$ cat config.mk
export PLATFORM = sky130hd
export DESIGN_NAME = wwd_watchdog
export DESIGN_NICKNAME = d
export VERILOG_FILES = /design/src/wwd_pkg.sv /design/src/wwd_watchdog.sv
export VERILOG_INCLUDE_DIRS = /design/src
export SDC_FILE = /design/constraint.sdc
export NUM_CORES = 1
export LEC_CHECK = 0
export BUFFER_PORTS_ARGS = -buffer_cell sky130_fd_sc_hd__buf_2
export CAP_MARGIN = 20
export CORE_AREA = 10 10 142 105
export DETAILED_ROUTE_END_ITERATION = 16
export DIE_AREA = 0 0 152 115
export MAX_ROUTING_LAYER = met4
export PLACE_DENSITY = 0.57
export SYNTH_ARGS = -nofsm -noshare
export SYNTH_HDL_FRONTEND = slang
export SYNTH_SLANG_ARGS = --single-unit
$ cat constraint.sdc
create_clock -name core_clk -period 11.94 [get_ports core_clk]
set_clock_uncertainty 0.2 [all_clocks]
set_input_delay 1.791 -clock core_clk [delete_from_list [all_inputs] [get_ports core_clk]]
set_output_delay 1.791 -clock core_clk [all_outputs]
set_load 0.005 [all_outputs]
$ cat src/wwd_params.svh
// Purpose: constants for the windowed watchdog
// Assumes: 32-bit Avalon-MM word registers, byte addresses
// Notes: included by the watchdog module only; the package does not include it
`ifndef WWD_PARAMS_SVH
`define WWD_PARAMS_SVH

// ----------------------------------------
// register byte offsets
// ----------------------------------------
`define WWD_OFF_CTRL_FIRST 4'h0
`define WWD_OFF_CTRL_SECOND 4'h4
`define WWD_OFF_COUNT 4'h8
`define WWD_OFF_CAUSE 4'hc

// ----------------------------------------
// field positions
// ----------------------------------------
`define WWD_SEN_BIT 0
`define WWD_PS_LSB 1
`define WWD_PS_MSB 5
`define WWD_WIN_LSB 0
`define WWD_WIN_MSB 2
`define WWD_CS_LSB 4
`define WWD_CS_MSB 6
`define WWD_CNT_PRE_LSB 0
`define WWD_CNT_PRE_MSB 17
`define WWD_CNT_TMR_LSB 18
`define WWD_CNT_TMR_MSB 22
`define WWD_WD_RESET_FLAG_BIT 0
`define WWD_TO_BIT 1
`define WWD_PD_BIT 2
`define WWD_WV_BIT 3

// ----------------------------------------
// codes and reset values
// ----------------------------------------
`define WWD_PS_RUNTIME 5'h1f
`define WWD_PS_RESET 5'h0b
`define WWD_PS_MAX 5'h12
`define WWD_PS_MIN 5'h00
`define WWD_WIN_RUNTIME 3'h7
`define WWD_CS_RUNTIME 3'h7
`define WWD_CS_RESET 3'h0
`define WWD_CS_LFO 3'h0
`define WWD_CS_MFO 3'h1
`define WWD_CS_SOSC 3'h2
`define WWD_PRE_ONE 18'h00001
`define WWD_TMR_ONE 5'h01
`define WWD_TMR_FULL 5'h1f

`endif

$ cat src/wwd_pkg.sv
// Purpose: types shared by the windowed watchdog
// Assumes: nothing beyond the params header
// Notes: mode encoding follows the configuration field
package wwd_pkg;

   // ----------------------------------------
   // operating mode of the configuration field
   // ----------------------------------------
   typedef enum logic [1:0] {
      WWD_MODE_OFF = 2'h0,
      WWD_MODE_SOFT = 2'h1,
      WWD_MODE_AWAKE = 2'h2,
      WWD_MODE_ON = 2'h3
   } wwd_mode_type;

   // ----------------------------------------
   // bus handshake state, gray from idle to answer to done; both bits flip on the return to idle
   // ----------------------------------------
   typedef enum logic [1:0] {
      WWD_BUS_IDLE = 2'b00,
      WWD_BUS_ANSWER = 2'b01,
      WWD_BUS_DONE = 2'b11
   } wwd_bus_type;

endpackage : wwd_pkg

$ cat src/wwd_watchdog.sv
// Purpose: windowed watchdog timer with Avalon-MM register slave
// Assumes: oscillator ticks are one-cycle enables on core_clk
// Notes: every slow rate enters as a tick; one clock domain only
`timescale 1ns/100ps
`include "wwd_params.svh"

module wwd_watchdog #(
   parameter int PRE_W = 18,
   parameter int TMR_W = 5
) (
   input wire logic core_clk,
   input wire logic sys_rst,
   // avalon-mm slave
   input wire logic [3:0] avs_address,
   input wire logic avs_read,
   input wire logic avs_write,
   input wire logic [31:0] avs_writedata,
   output logic [31:0] avs_readdata,
   output logic avs_waitrequest,
   // configuration word fields
   input wire wwd_pkg::wwd_mode_type wdModeCfg,
   input wire logic [2:0] cfgClockPick,
   input wire logic [4:0] cfgPeriodPick,
   input wire logic [2:0] cfgWindowPick,
   // oscillator ticks
   input wire logic lowFreqOscTick,
   input wire logic midFreqOscTick,
   input wire logic secondaryOscTick,
   // core events
   input wire logic watchdogClearInstr,
   input wire logic sleepEnter,
   input wire logic inSleep,
   input wire logic inIdle,
   input wire logic wakeByInterrupt,
   input wire logic oscStartupTimer,
   input wire logic oscFailDetected,
   // outputs to core
   output logic wdResetReq,
   output logic wdWakeReq,
   output logic armed
);
   import wwd_pkg::*;

   // ----------------------------------------
   // helpers
   // ----------------------------------------
   // open when the five count msbs reach the window delay
   // window 000 opens at count 28 of 32, window 110 at count 4
   function automatic logic windowOpen(input logic [2:0] win,
                                       input logic [4:0] tmr);
      windowOpen = tmr >= {~win, 2'b00};
   endfunction : windowOpen

   // config value wins unless it holds its runtime code
   function automatic logic [2:0] pick3(input logic [2:0] cfg,
                                        input logic [2:0] rt);
      pick3 = (cfg == 3'h7) ? rt : cfg;
   endfunction : pick3

   // ----------------------------------------
   // state
   // ----------------------------------------
   wwd_bus_type busState, next_busState;
   logic [31:0] readData, next_readData;
   logic [4:0] intervalPick, next_intervalPick;
   logic softEnable, next_softEnable;
   logic [2:0] clockPick, next_clockPick;
   logic [2:0] windowPick, next_windowPick;
   logic [PRE_W-1:0] prescale, next_prescale;
   logic [TMR_W-1:0] wdCount, next_wdCount;
   logic next_armed;
   logic wdResetFlag, next_wdResetFlag;
   logic expiryFlagN, next_expiryFlagN;
   logic sleepEnteredFlagN, next_sleepEnteredFlagN;
   logic windowViolationFlagN, next_windowViolationFlagN;
   logic next_wdResetReq, next_wdWakeReq;
   logic initDone, next_initDone;

   // decoded values
   logic accept, isRead, isWrite;
   logic hitFirst, hitSecond, hitCount, hitCause;
   logic active, tick, windowed, isOpen;
   logic [4:0] periodCode, effCode;
   logic [2:0] effClock, effWindow;
   logic [PRE_W-1:0] preLimit;
   logic holdClear, timeout, clearReq;
   logic [31:0] regValue;

   // ----------------------------------------
   // combinational decode
   // ----------------------------------------
   // address decode for the four words
   always_comb begin
      hitFirst = 1'b0;
      hitSecond = 1'b0;
      hitCount = 1'b0;
      hitCause = 1'b0;
      if (avs_address == `WWD_OFF_CTRL_FIRST) begin
         hitFirst = 1'b1;
      end else if (avs_address == `WWD_OFF_CTRL_SECOND) begin
         hitSecond = 1'b1;
      end else if (avs_address == `WWD_OFF_COUNT) begin
         hitCount = 1'b1;
      end else if (avs_address == `WWD_OFF_CAUSE) begin
         hitCause = 1'b1;
      end
   end

   // read mux; unmapped words read zero
   always_comb begin
      regValue = 32'h0;
      if (hitFirst) begin
         regValue[`WWD_PS_MSB:`WWD_PS_LSB] = intervalPick;
         regValue[`WWD_SEN_BIT] = softEnable;
      end else if (hitSecond) begin
         regValue[`WWD_CS_MSB:`WWD_CS_LSB] = clockPick;
         regValue[`WWD_WIN_MSB:`WWD_WIN_LSB] = windowPick;
      end else if (hitCount) begin
         regValue[`WWD_CNT_PRE_MSB:`WWD_CNT_PRE_LSB] = prescale;
         regValue[`WWD_CNT_TMR_MSB:`WWD_CNT_TMR_LSB] = wdCount;
      end else if (hitCause) begin
         regValue[`WWD_WD_RESET_FLAG_BIT] = wdResetFlag;
         regValue[`WWD_TO_BIT] = expiryFlagN;
         regValue[`WWD_PD_BIT] = sleepEnteredFlagN;
         regValue[`WWD_WV_BIT] = windowViolationFlagN;
      end
   end

   // watchdog decode
   always_comb begin
      accept = (busState == WWD_BUS_ANSWER);
      isRead = accept && avs_read;
      isWrite = accept && avs_write;
      avs_waitrequest = (avs_read || avs_write) && !accept;
      // operating mode
      case (wdModeCfg)
         WWD_MODE_ON: active = 1'b1;
         WWD_MODE_AWAKE: active = !inSleep;
         WWD_MODE_SOFT: active = softEnable;
         default: active = 1'b0;
      endcase
      // clock source; off and soft modes use the runtime select, awake and on the config field unless it holds the runtime code
      effClock = wdModeCfg[1] ? pick3(cfgClockPick, clockPick)
                              : clockPick;
      case (effClock)
         `WWD_CS_LFO: tick = lowFreqOscTick;
         `WWD_CS_MFO: tick = midFreqOscTick;
         `WWD_CS_SOSC: tick = secondaryOscTick;
         default: tick = 1'b0; // reserved sources never tick
      endcase
      // interval: reserved codes fall back to the minimum
      periodCode = (cfgPeriodPick == `WWD_PS_RUNTIME) ? intervalPick
                                                      : cfgPeriodPick;
      effCode = (periodCode > `WWD_PS_MAX) ? `WWD_PS_MIN : periodCode;
      preLimit = (`WWD_PRE_ONE << effCode) - `WWD_PRE_ONE;
      // window
      effWindow = pick3(cfgWindowPick, windowPick);
      windowed = (effWindow != `WWD_WIN_RUNTIME);
      isOpen = windowOpen(effWindow, wdCount);
      timeout = active && tick && (prescale == preLimit)
                && (wdCount == `WWD_TMR_FULL);
      clearReq = watchdogClearInstr && active;
      // a control write restarts the count so that a new interval or
      // source never runs on from a stale prescaler value
      // the core divider is not an input; count is unaffected
      holdClear = !active || sleepEnter || wakeByInterrupt
                  || oscStartupTimer || oscFailDetected
                  || (isWrite && (hitFirst || hitSecond));
   end

   // ----------------------------------------
   // next-state logic
   // ----------------------------------------
   // bus handshake answers one cycle after the request appears
   // the done state keeps back-to-back requests one cycle apart
   always_comb begin
      next_busState = busState;
      next_readData = readData;
      case (busState)
         WWD_BUS_IDLE: begin
            if (avs_read || avs_write) begin
               next_busState = WWD_BUS_ANSWER;
               next_readData = regValue;
            end
         end
         WWD_BUS_ANSWER: next_busState = WWD_BUS_DONE;
         default: next_busState = WWD_BUS_IDLE;
      endcase
   end

   // registers, counter, flags
   // later assignments win: reset-time loads, software writes, then
   // hardware events, so a status event beats a same-cycle flag write
   // and every clear condition beats counting
   always_comb begin
      next_intervalPick = intervalPick;
      next_softEnable = softEnable;
      next_clockPick = clockPick;
      next_windowPick = windowPick;
      next_prescale = prescale;
      next_wdCount = wdCount;
      next_armed = armed;
      next_wdResetFlag = wdResetFlag;
      next_expiryFlagN = expiryFlagN;
      next_sleepEnteredFlagN = sleepEnteredFlagN;
      next_windowViolationFlagN = windowViolationFlagN;
      next_wdResetReq = 1'b0;
      next_wdWakeReq = 1'b0;
      next_initDone = 1'b1;
      // reset values caught one cycle after release
      if (!initDone) begin
         next_intervalPick = (cfgPeriodPick == `WWD_PS_RUNTIME)
                             ? `WWD_PS_RESET : cfgPeriodPick;
         next_clockPick = (cfgClockPick == `WWD_CS_RUNTIME)
                          ? `WWD_CS_RESET : cfgClockPick;
         next_windowPick = cfgWindowPick;
      end
      // software writes; read-only fields ignore the write
      if (isWrite && hitFirst) begin
         if (cfgPeriodPick == `WWD_PS_RUNTIME) begin
            next_intervalPick = avs_writedata[`WWD_PS_MSB:`WWD_PS_LSB];
         end
         next_softEnable = avs_writedata[`WWD_SEN_BIT];
      end
      if (isWrite && hitSecond) begin
         if (cfgClockPick == `WWD_CS_RUNTIME) begin
            next_clockPick = avs_writedata[`WWD_CS_MSB:`WWD_CS_LSB];
         end
         if (cfgWindowPick == `WWD_WIN_RUNTIME) begin
            next_windowPick = avs_writedata[`WWD_WIN_MSB:`WWD_WIN_LSB];
         end
      end
      if (isWrite && hitCause) begin
         next_wdResetFlag = avs_writedata[`WWD_WD_RESET_FLAG_BIT];
         next_expiryFlagN = avs_writedata[`WWD_TO_BIT];
         next_sleepEnteredFlagN = avs_writedata[`WWD_PD_BIT];
         next_windowViolationFlagN = avs_writedata[`WWD_WV_BIT];
      end
      // reading the first control word arms the clear
      if (isRead && hitFirst) begin
         next_armed = 1'b1;
      end
      // counting; prescaler tap sets the interval
      if (active && tick) begin
         if (prescale == preLimit) begin
            next_prescale = '0;
            next_wdCount = wdCount + `WWD_TMR_ONE;
         end else begin
            next_prescale = prescale + `WWD_PRE_ONE;
         end
      end
      if (sleepEnter) begin
         next_sleepEnteredFlagN = 1'b0;
      end
      // clear instruction: windowed mode checks arming and window
      if (clearReq) begin
         next_armed = 1'b0;
         if (windowed && (!armed || !isOpen)) begin
            next_wdResetReq = 1'b1;
            next_windowViolationFlagN = 1'b0;
         end else begin
            next_prescale = '0;
            next_wdCount = '0;
            next_expiryFlagN = 1'b1;
            next_sleepEnteredFlagN = 1'b1;
         end
      end
      // time-out: wake from sleep or idle, else reset
      if (timeout) begin
         if (inSleep) begin
            next_wdWakeReq = 1'b1;
            next_expiryFlagN = 1'b0;
            next_sleepEnteredFlagN = 1'b0;
         end else if (inIdle) begin
            next_wdWakeReq = 1'b1;
         end else begin
            next_wdResetReq = 1'b1;
            next_expiryFlagN = 1'b0;
         end
         next_wdResetFlag = 1'b1;
      end
      // clear conditions outrank counting
      if (holdClear) begin
         next_prescale = '0;
         next_wdCount = '0;
      end
   end

   // ----------------------------------------
   // registers
   // ----------------------------------------
   // bus handshake group; readback word stands until the next request
   always_ff @(posedge core_clk) begin
      if (sys_rst) begin
         busState <= WWD_BUS_IDLE;
         readData <= 32'h0;
      end else begin
         busState <= next_busState;
         readData <= next_readData;
      end
   end

   // software selects; config fields are caught one edge after release
   always_ff @(posedge core_clk) begin
      if (sys_rst) begin
         intervalPick <= `WWD_PS_RESET;
         softEnable <= 1'b0;
         clockPick <= `WWD_CS_RESET;
         windowPick <= `WWD_WIN_RUNTIME;
         initDone <= 1'b0;
      end else begin
         intervalPick <= next_intervalPick;
         softEnable <= next_softEnable;
         clockPick <= next_clockPick;
         windowPick <= next_windowPick;
         initDone <= next_initDone;
      end
   end

   // counter, arming, status flags and request pulses
   always_ff @(posedge core_clk) begin
      if (sys_rst) begin
         prescale <= '0;
         wdCount <= '0;
         armed <= 1'b0;
         wdResetFlag <= 1'b0;
         expiryFlagN <= 1'b1;
         sleepEnteredFlagN <= 1'b1;
         windowViolationFlagN <= 1'b1;
         wdResetReq <= 1'b0;
         wdWakeReq <= 1'b0;
      end else begin
         prescale <= next_prescale;
         wdCount <= next_wdCount;
         armed <= next_armed;
         wdResetFlag <= next_wdResetFlag;
         expiryFlagN <= next_expiryFlagN;
         sleepEnteredFlagN <= next_sleepEnteredFlagN;
         windowViolationFlagN <= next_windowViolationFlagN;
         wdResetReq <= next_wdResetReq;
         wdWakeReq <= next_wdWakeReq;
      end
   end

   // data output straight from its flip-flops
   assign avs_readdata = readData;

endmodule : wwd_watchdog

# Word level (Yosys, flattened, before mapping)
# Index checks and enable logic that the tools add are counted.
# totals
register_bits,68
out_inout_bits,36
in_bits,63
wordCells,146
# op_classes
order_cmp,2
n_bitwise,2
n_shift,1
n_mux,72
reduce_logical,34
n_eq_ne,16
add_sub_neg,3
# op_table
operator,count
18-bit 2-to-1 mux,4
5-bit 2-to-1 mux,10
1-bit 2-to-1 mux,36
3-bit 2-to-1 mux,12
19-bit 2-to-1 mux,1
18-bit by 1-bit adder with 18-bit output (second input constant),1
18-bit == test,1
1-bit by 5-bit left shift with 18-bit output (first input constant),1
18-bit by 1-bit subtractor with 18-bit output (second input constant),1
17-bit 2-to-1 mux,1
16-bit 2-to-1 mux,1
1-bit logical AND,13
5-bit == test (second input constant),2
4-bit == test (second input constant),2
1-bit logical OR,8
4-bit 2-to-1 mux,2
3-bit == test (second input constant),2
6-bit 2-to-1 mux,1
1-bit one-hot mux with 3 select lines,2
2-bit OR reduction,3
5-bit by 1-bit adder with 5-bit output (second input constant),1
5-bit >= comparator,1
5-bit > comparator (second input constant),1
1-bit zero test,5
16 further kinds,18

# Logic depth before layout (Yosys ltp)
# depth
ltp_word,12
mapped_depth,17
ltp_nobuf,13

# Worst setup path after synthesis
# No wires, ideal clock.
# synth_timing
kind,input port to flip-flop
start,input port cfgPeriodPick[4]
end,register wdCount[3]
setup_slack_ns,6.884
n_path_buf,2
stages,15
t_arrival_ns,4.782
setup_time_ns,0.074
path_cell_list,buf_4 -> nand4b_1 -> o21a_1 -> nor4_4 -> a21oi_1 -> inv_1 -> ha_1 -> clkbuf_1 -> xor2_1 -> nor2_1 -> xor2_1 -> nor4_2 -> nand4_4 -> or4_1 -> a21oi_1
# synth_between
elab_chain_cells,11
# synth_rtl
item,line,text
from (decl),wwd_watchdog.sv:23,"input wire logic [4:0] cfgPeriodPick,"
5-bit == test (no source line),--,
5-bit 2-to-1 mux (*),wwd_watchdog.sv:152,periodCode = (cfgPeriodPick == `WWD_PS_RUNTIME) ? intervalPick
5-bit > comparator (no source line),--,
5-bit 2-to-1 mux (*),wwd_watchdog.sv:154,effCode = (periodCode > `WWD_PS_MAX) ? `WWD_PS_MIN : periodCode;
1-bit by 5-bit left shift with 18-bit output (no source line) (*),--,
18-bit by 1-bit subtractor with 18-bit output (no source line) (*),--,
18-bit == test (*),wwd_watchdog.sv:245,if (prescale == preLimit) begin
5-bit 2-to-1 mux (*),wwd_watchdog.sv:245,
5-bit 2-to-1 mux (*),wwd_watchdog.sv:244,if (active && tick) begin
5-bit 2-to-1 mux,wwd_watchdog.sv:258,if (windowed && (!armed || !isOpen)) begin
5-bit 2-to-1 mux (*),wwd_watchdog.sv:256,if (clearReq) begin
to (signal assigned),wwd_watchdog.sv:334,wdCount <= next_wdCount;
to (decl),wwd_watchdog.sv:70,"logic [TMR_W-1:0] wdCount, next_wdCount;"
# Mark *: on every way between the ends. The rest lies on a longest branch, timed or not.
# A chain may end at the register's enable or synchronous reset.

# Worst setup path after layout
# layout_timing
start,input port cfgPeriodPick[1]
end,register prescale[4]
# layout_between
elab_chain_cells,11
# layout_rtl
item,line,text
5-bit == test (no source line),--,
5-bit 2-to-1 mux (*),wwd_watchdog.sv:152,
5-bit > comparator (no source line),--,
5-bit 2-to-1 mux (*),wwd_watchdog.sv:154,
1-bit by 5-bit left shift with 18-bit output (no source line) (*),--,
18-bit by 1-bit subtractor with 18-bit output (no source line) (*),--,
18-bit == test (*),wwd_watchdog.sv:245,
18-bit 2-to-1 mux (*),wwd_watchdog.sv:245,
18-bit 2-to-1 mux (*),wwd_watchdog.sv:244,
18-bit 2-to-1 mux,wwd_watchdog.sv:258,
18-bit 2-to-1 mux (*),wwd_watchdog.sv:256,
to (signal assigned),wwd_watchdog.sv:333,prescale <= next_prescale;
to (decl),wwd_watchdog.sv:69,"logic [PRE_W-1:0] prescale, next_prescale;"
# Marks and branches as above.

==> flow_summary.yaml <==
sta:
  tns_ns: 0
  finalMaxSlewViolations: 0
  finalCritPeriodShare_pct: 46.34
  clock.fmax_ghz: 0.1807
  hold_violations: 0
  fin_crit_ns: 5.533
  setup_viol: 0
  max_slew_margin_pct: 32.50
  rsz0062_at_grt: "false"
  worst_pin_slew_ns: 1.013
clocking:
  clock_latency_ns: 0.33
  cts_tree: "built"
  cts_resized: 0
  root_buffer: "clkbuf_16"
  h-tree-depth: 3
  clock-sinks: 68
  hold_buffers: 0
  clk_pin_slew_ns: 0.06
  cts_setup_buffers: 0
  cts.path.max_buffers: 2
  cts_buffers: 9
drt:
  via_count: 4052
  drc_errors: 0
  wl_um: 12530
  ant_nets: 0
  wl_per_cell_um: 17.02
  drt_iter0_markers: 350
  vias_per_cell: 5.505
  dr.pass1.iters: 4
critical_path:
  cp_cell_sequence: "buf_2 -> nand4_2 -> o21ai_1 -> nand3_1 -> a21oi_1 -> inv_1 -> ha_1 -> nand3_1 -> o21ai_0 -> a32oi_1 -> xnor2_1 -> nand4bb_1 -> o21bai_2 -> nor2_1"
  critPathMaxStageDelay_ns: 0.72
  cp.arrival_ns: 5.52
  crit_slowest_cell: "o21bai_2"
  worstSetupPathType: "input pin to register"
  cp_max_fo: 17
  crit_path_start: "cfgPeriodPick[1]"
  crit_required_ns: 11.92
  crit_family: "compound AO/OA/AOI/OAI gates"
  cpMostUsedCell: "nand3_1"
  start_kind: "input pin"
  reg2reg_from: "intervalPick[3]$_SDFF_PP1_"
  endpoint_kind: "register"
  crit_buf_inv: 2
yosys:
  postSynthCellCount: 523
  postSynth.asyncResetShare_pct: 0
  ys_seq_elements: 68
  synth_area_um2: 4189
  yosysTopAreaCellShare_pct: 32.50
  yosysTopAreaCell: "dfxtp_1"
  yosysSeqAreaShare_pct: 32.50
  ys.flop_type: "dfxtp_1"
  synth.area.top_cells: "dfxtp_1, nor2_1, nand2_1, xor2_1, a22oi_1"
  synth_cell_types: 67
  syn_avg_cell_area_um2: 8.010
  synth_edf_count: 0
  synth_warnings: 0
cells_and_area:
  drive_above_1_share_pct: 18.12
  most-common-layout-cells: "nor2_1, dfxtp_1, buf_2, nand2_1, a21oi_1"
  seq_area_um2: 1361
  synthToLayoutAreaGrowth_pct: 16.37
  n_fill_cell: 1295
  antenna_cells: 0
  multiInputGateArea_um2: 2603
  num-nets-final: 640
  final_common_cell: "nor2_1"
placed_design:
  gp_congestion: 0.9165
  dpl.hpwl_um: 9592
  portBuffers: 64
floorplan:
  fp.dieArea_um2: 17480
  fp.dieH_um: 115
  coreArea_um2: 12170
  ioPinCount: 99
  die_w_um: 152
  rows: 34
  initial_core_util_pct: 34.43
flow_run:
  max_cap_violations: 0
global_routing:
  antenna_found_initial: 0
  grt_usage_pct: 14.43
  grt_overflow: 0
  grt_first_pass_wirelength_um: 20290
  grt_pass1_vias: 3776
  grt_start_max_net_pins: 35
status:
  status: "complete, no violations"
power_and_ir_drop:
  vdd_drop_max_mv: 0.08240
  p_total_uw: 578.5
  p_per_area_nw_per_um2: 118.7
  p_leak_nw: 1.847
min_path:
  hold_path_class: "register to register"
  min_from: "busState[1]$_SDFFE_PP0P_"
-- metal layers --
| layer | GRT usage [%] | part of all wire [%] |
|---|---|---|
| met1 | 20.42 | 52 |
| met2 | 20.20 | 41 |
| met3 | 3.358 | 6.2 |
| met4 | 3.135 | 0.68 |
| met5 | - | 0 |
-- power breakdown --
group	total, mW	internal (mW)	switching [mW]
Combinational	0.0742	0.0281	0.0461
Sequential	0.236	0.231	0.00503
Clock	0.268	0.163	0.105
Total	0.578	0.423	0.156
-- cells in the mapped netlist, drive strengths merged, types with 15 or more instances --
master / count
nor2: 69
o21ai: 24
nand3: 20
dfxtp: 68
a21oi: 31
xor2: 21
a22oi: 24
inv: 15
buf: 17
nand2: 53
clkbuf: 24
-- stage by stage --
stage	setup slack (ns)	cells	area (µm²)	utilization, %	hold WS, ns
floorplan	6.884	531	4219	-	0.2331
global placement	6.199	719	4566	37.53	0.2439
detailed placement	6.156	720	4573	37.59	0.2765
CTS	6.489	736	4875	40.07	0.2862
global route	6.024	736	4875	40.07	0.3125
finish	6.407	736	4875	40.07	0.2803
-- logic make-up after synthesis --
logic type | count (synthesis) | synth area share [%]
simple gates | 210 | 25.42
other cells | 1 | 0.08952
buf+inv | 56 | 6.093
compound gates | 122 | 19.62
xor+xnor | 35 | 7.318
flops | 68 | 32.50
fa+ha+maj | 8 | 2.390
mux | 23 | 6.571
-- area by class of cell --
cell class | instances | area share [%]
Clock buffer | 10 | 4.697
Clock inverter | 6 | 1.489
Inverter | 15 | 1.155
Multi-Input combinational cell | 407 | 53.39
Sequential cell | 68 | 27.93
Tap cell | 162 | 4.158
Timing Repair Buffer | 68 | 7.187
-- flip-flops by register name, summed over array words and instances, names as in the netlist --
signal / flops
avs_readdata: 23
prescale: 18
intervalPick: 5
wdCount: 5
clockPick: 3
windowPick: 3
busState: 2
armed: 1
expiryFlagN: 1
initDone: 1
sleepEnteredFlagN: 1
softEnable: 1
wdResetFlag: 1
wdResetReq: 1
wdWakeReq: 1
windowViolationFlagN: 1
-- worst paths after layout --
kind / slack [ns] / endpoint / cells past startpoint
max: 6.41 / prescale[4]$_SDFF_PP0_ / 14
min: 0.28 / busState[0]$_SDFFE_PP0P_ / 1
max reg2reg: 7.83 / prescale[4]$_SDFF_PP0_ / 13
min reg2reg: 0.28 / busState[0]$_SDFFE_PP0P_ / 1
Power figures use the tool's default switching activity.
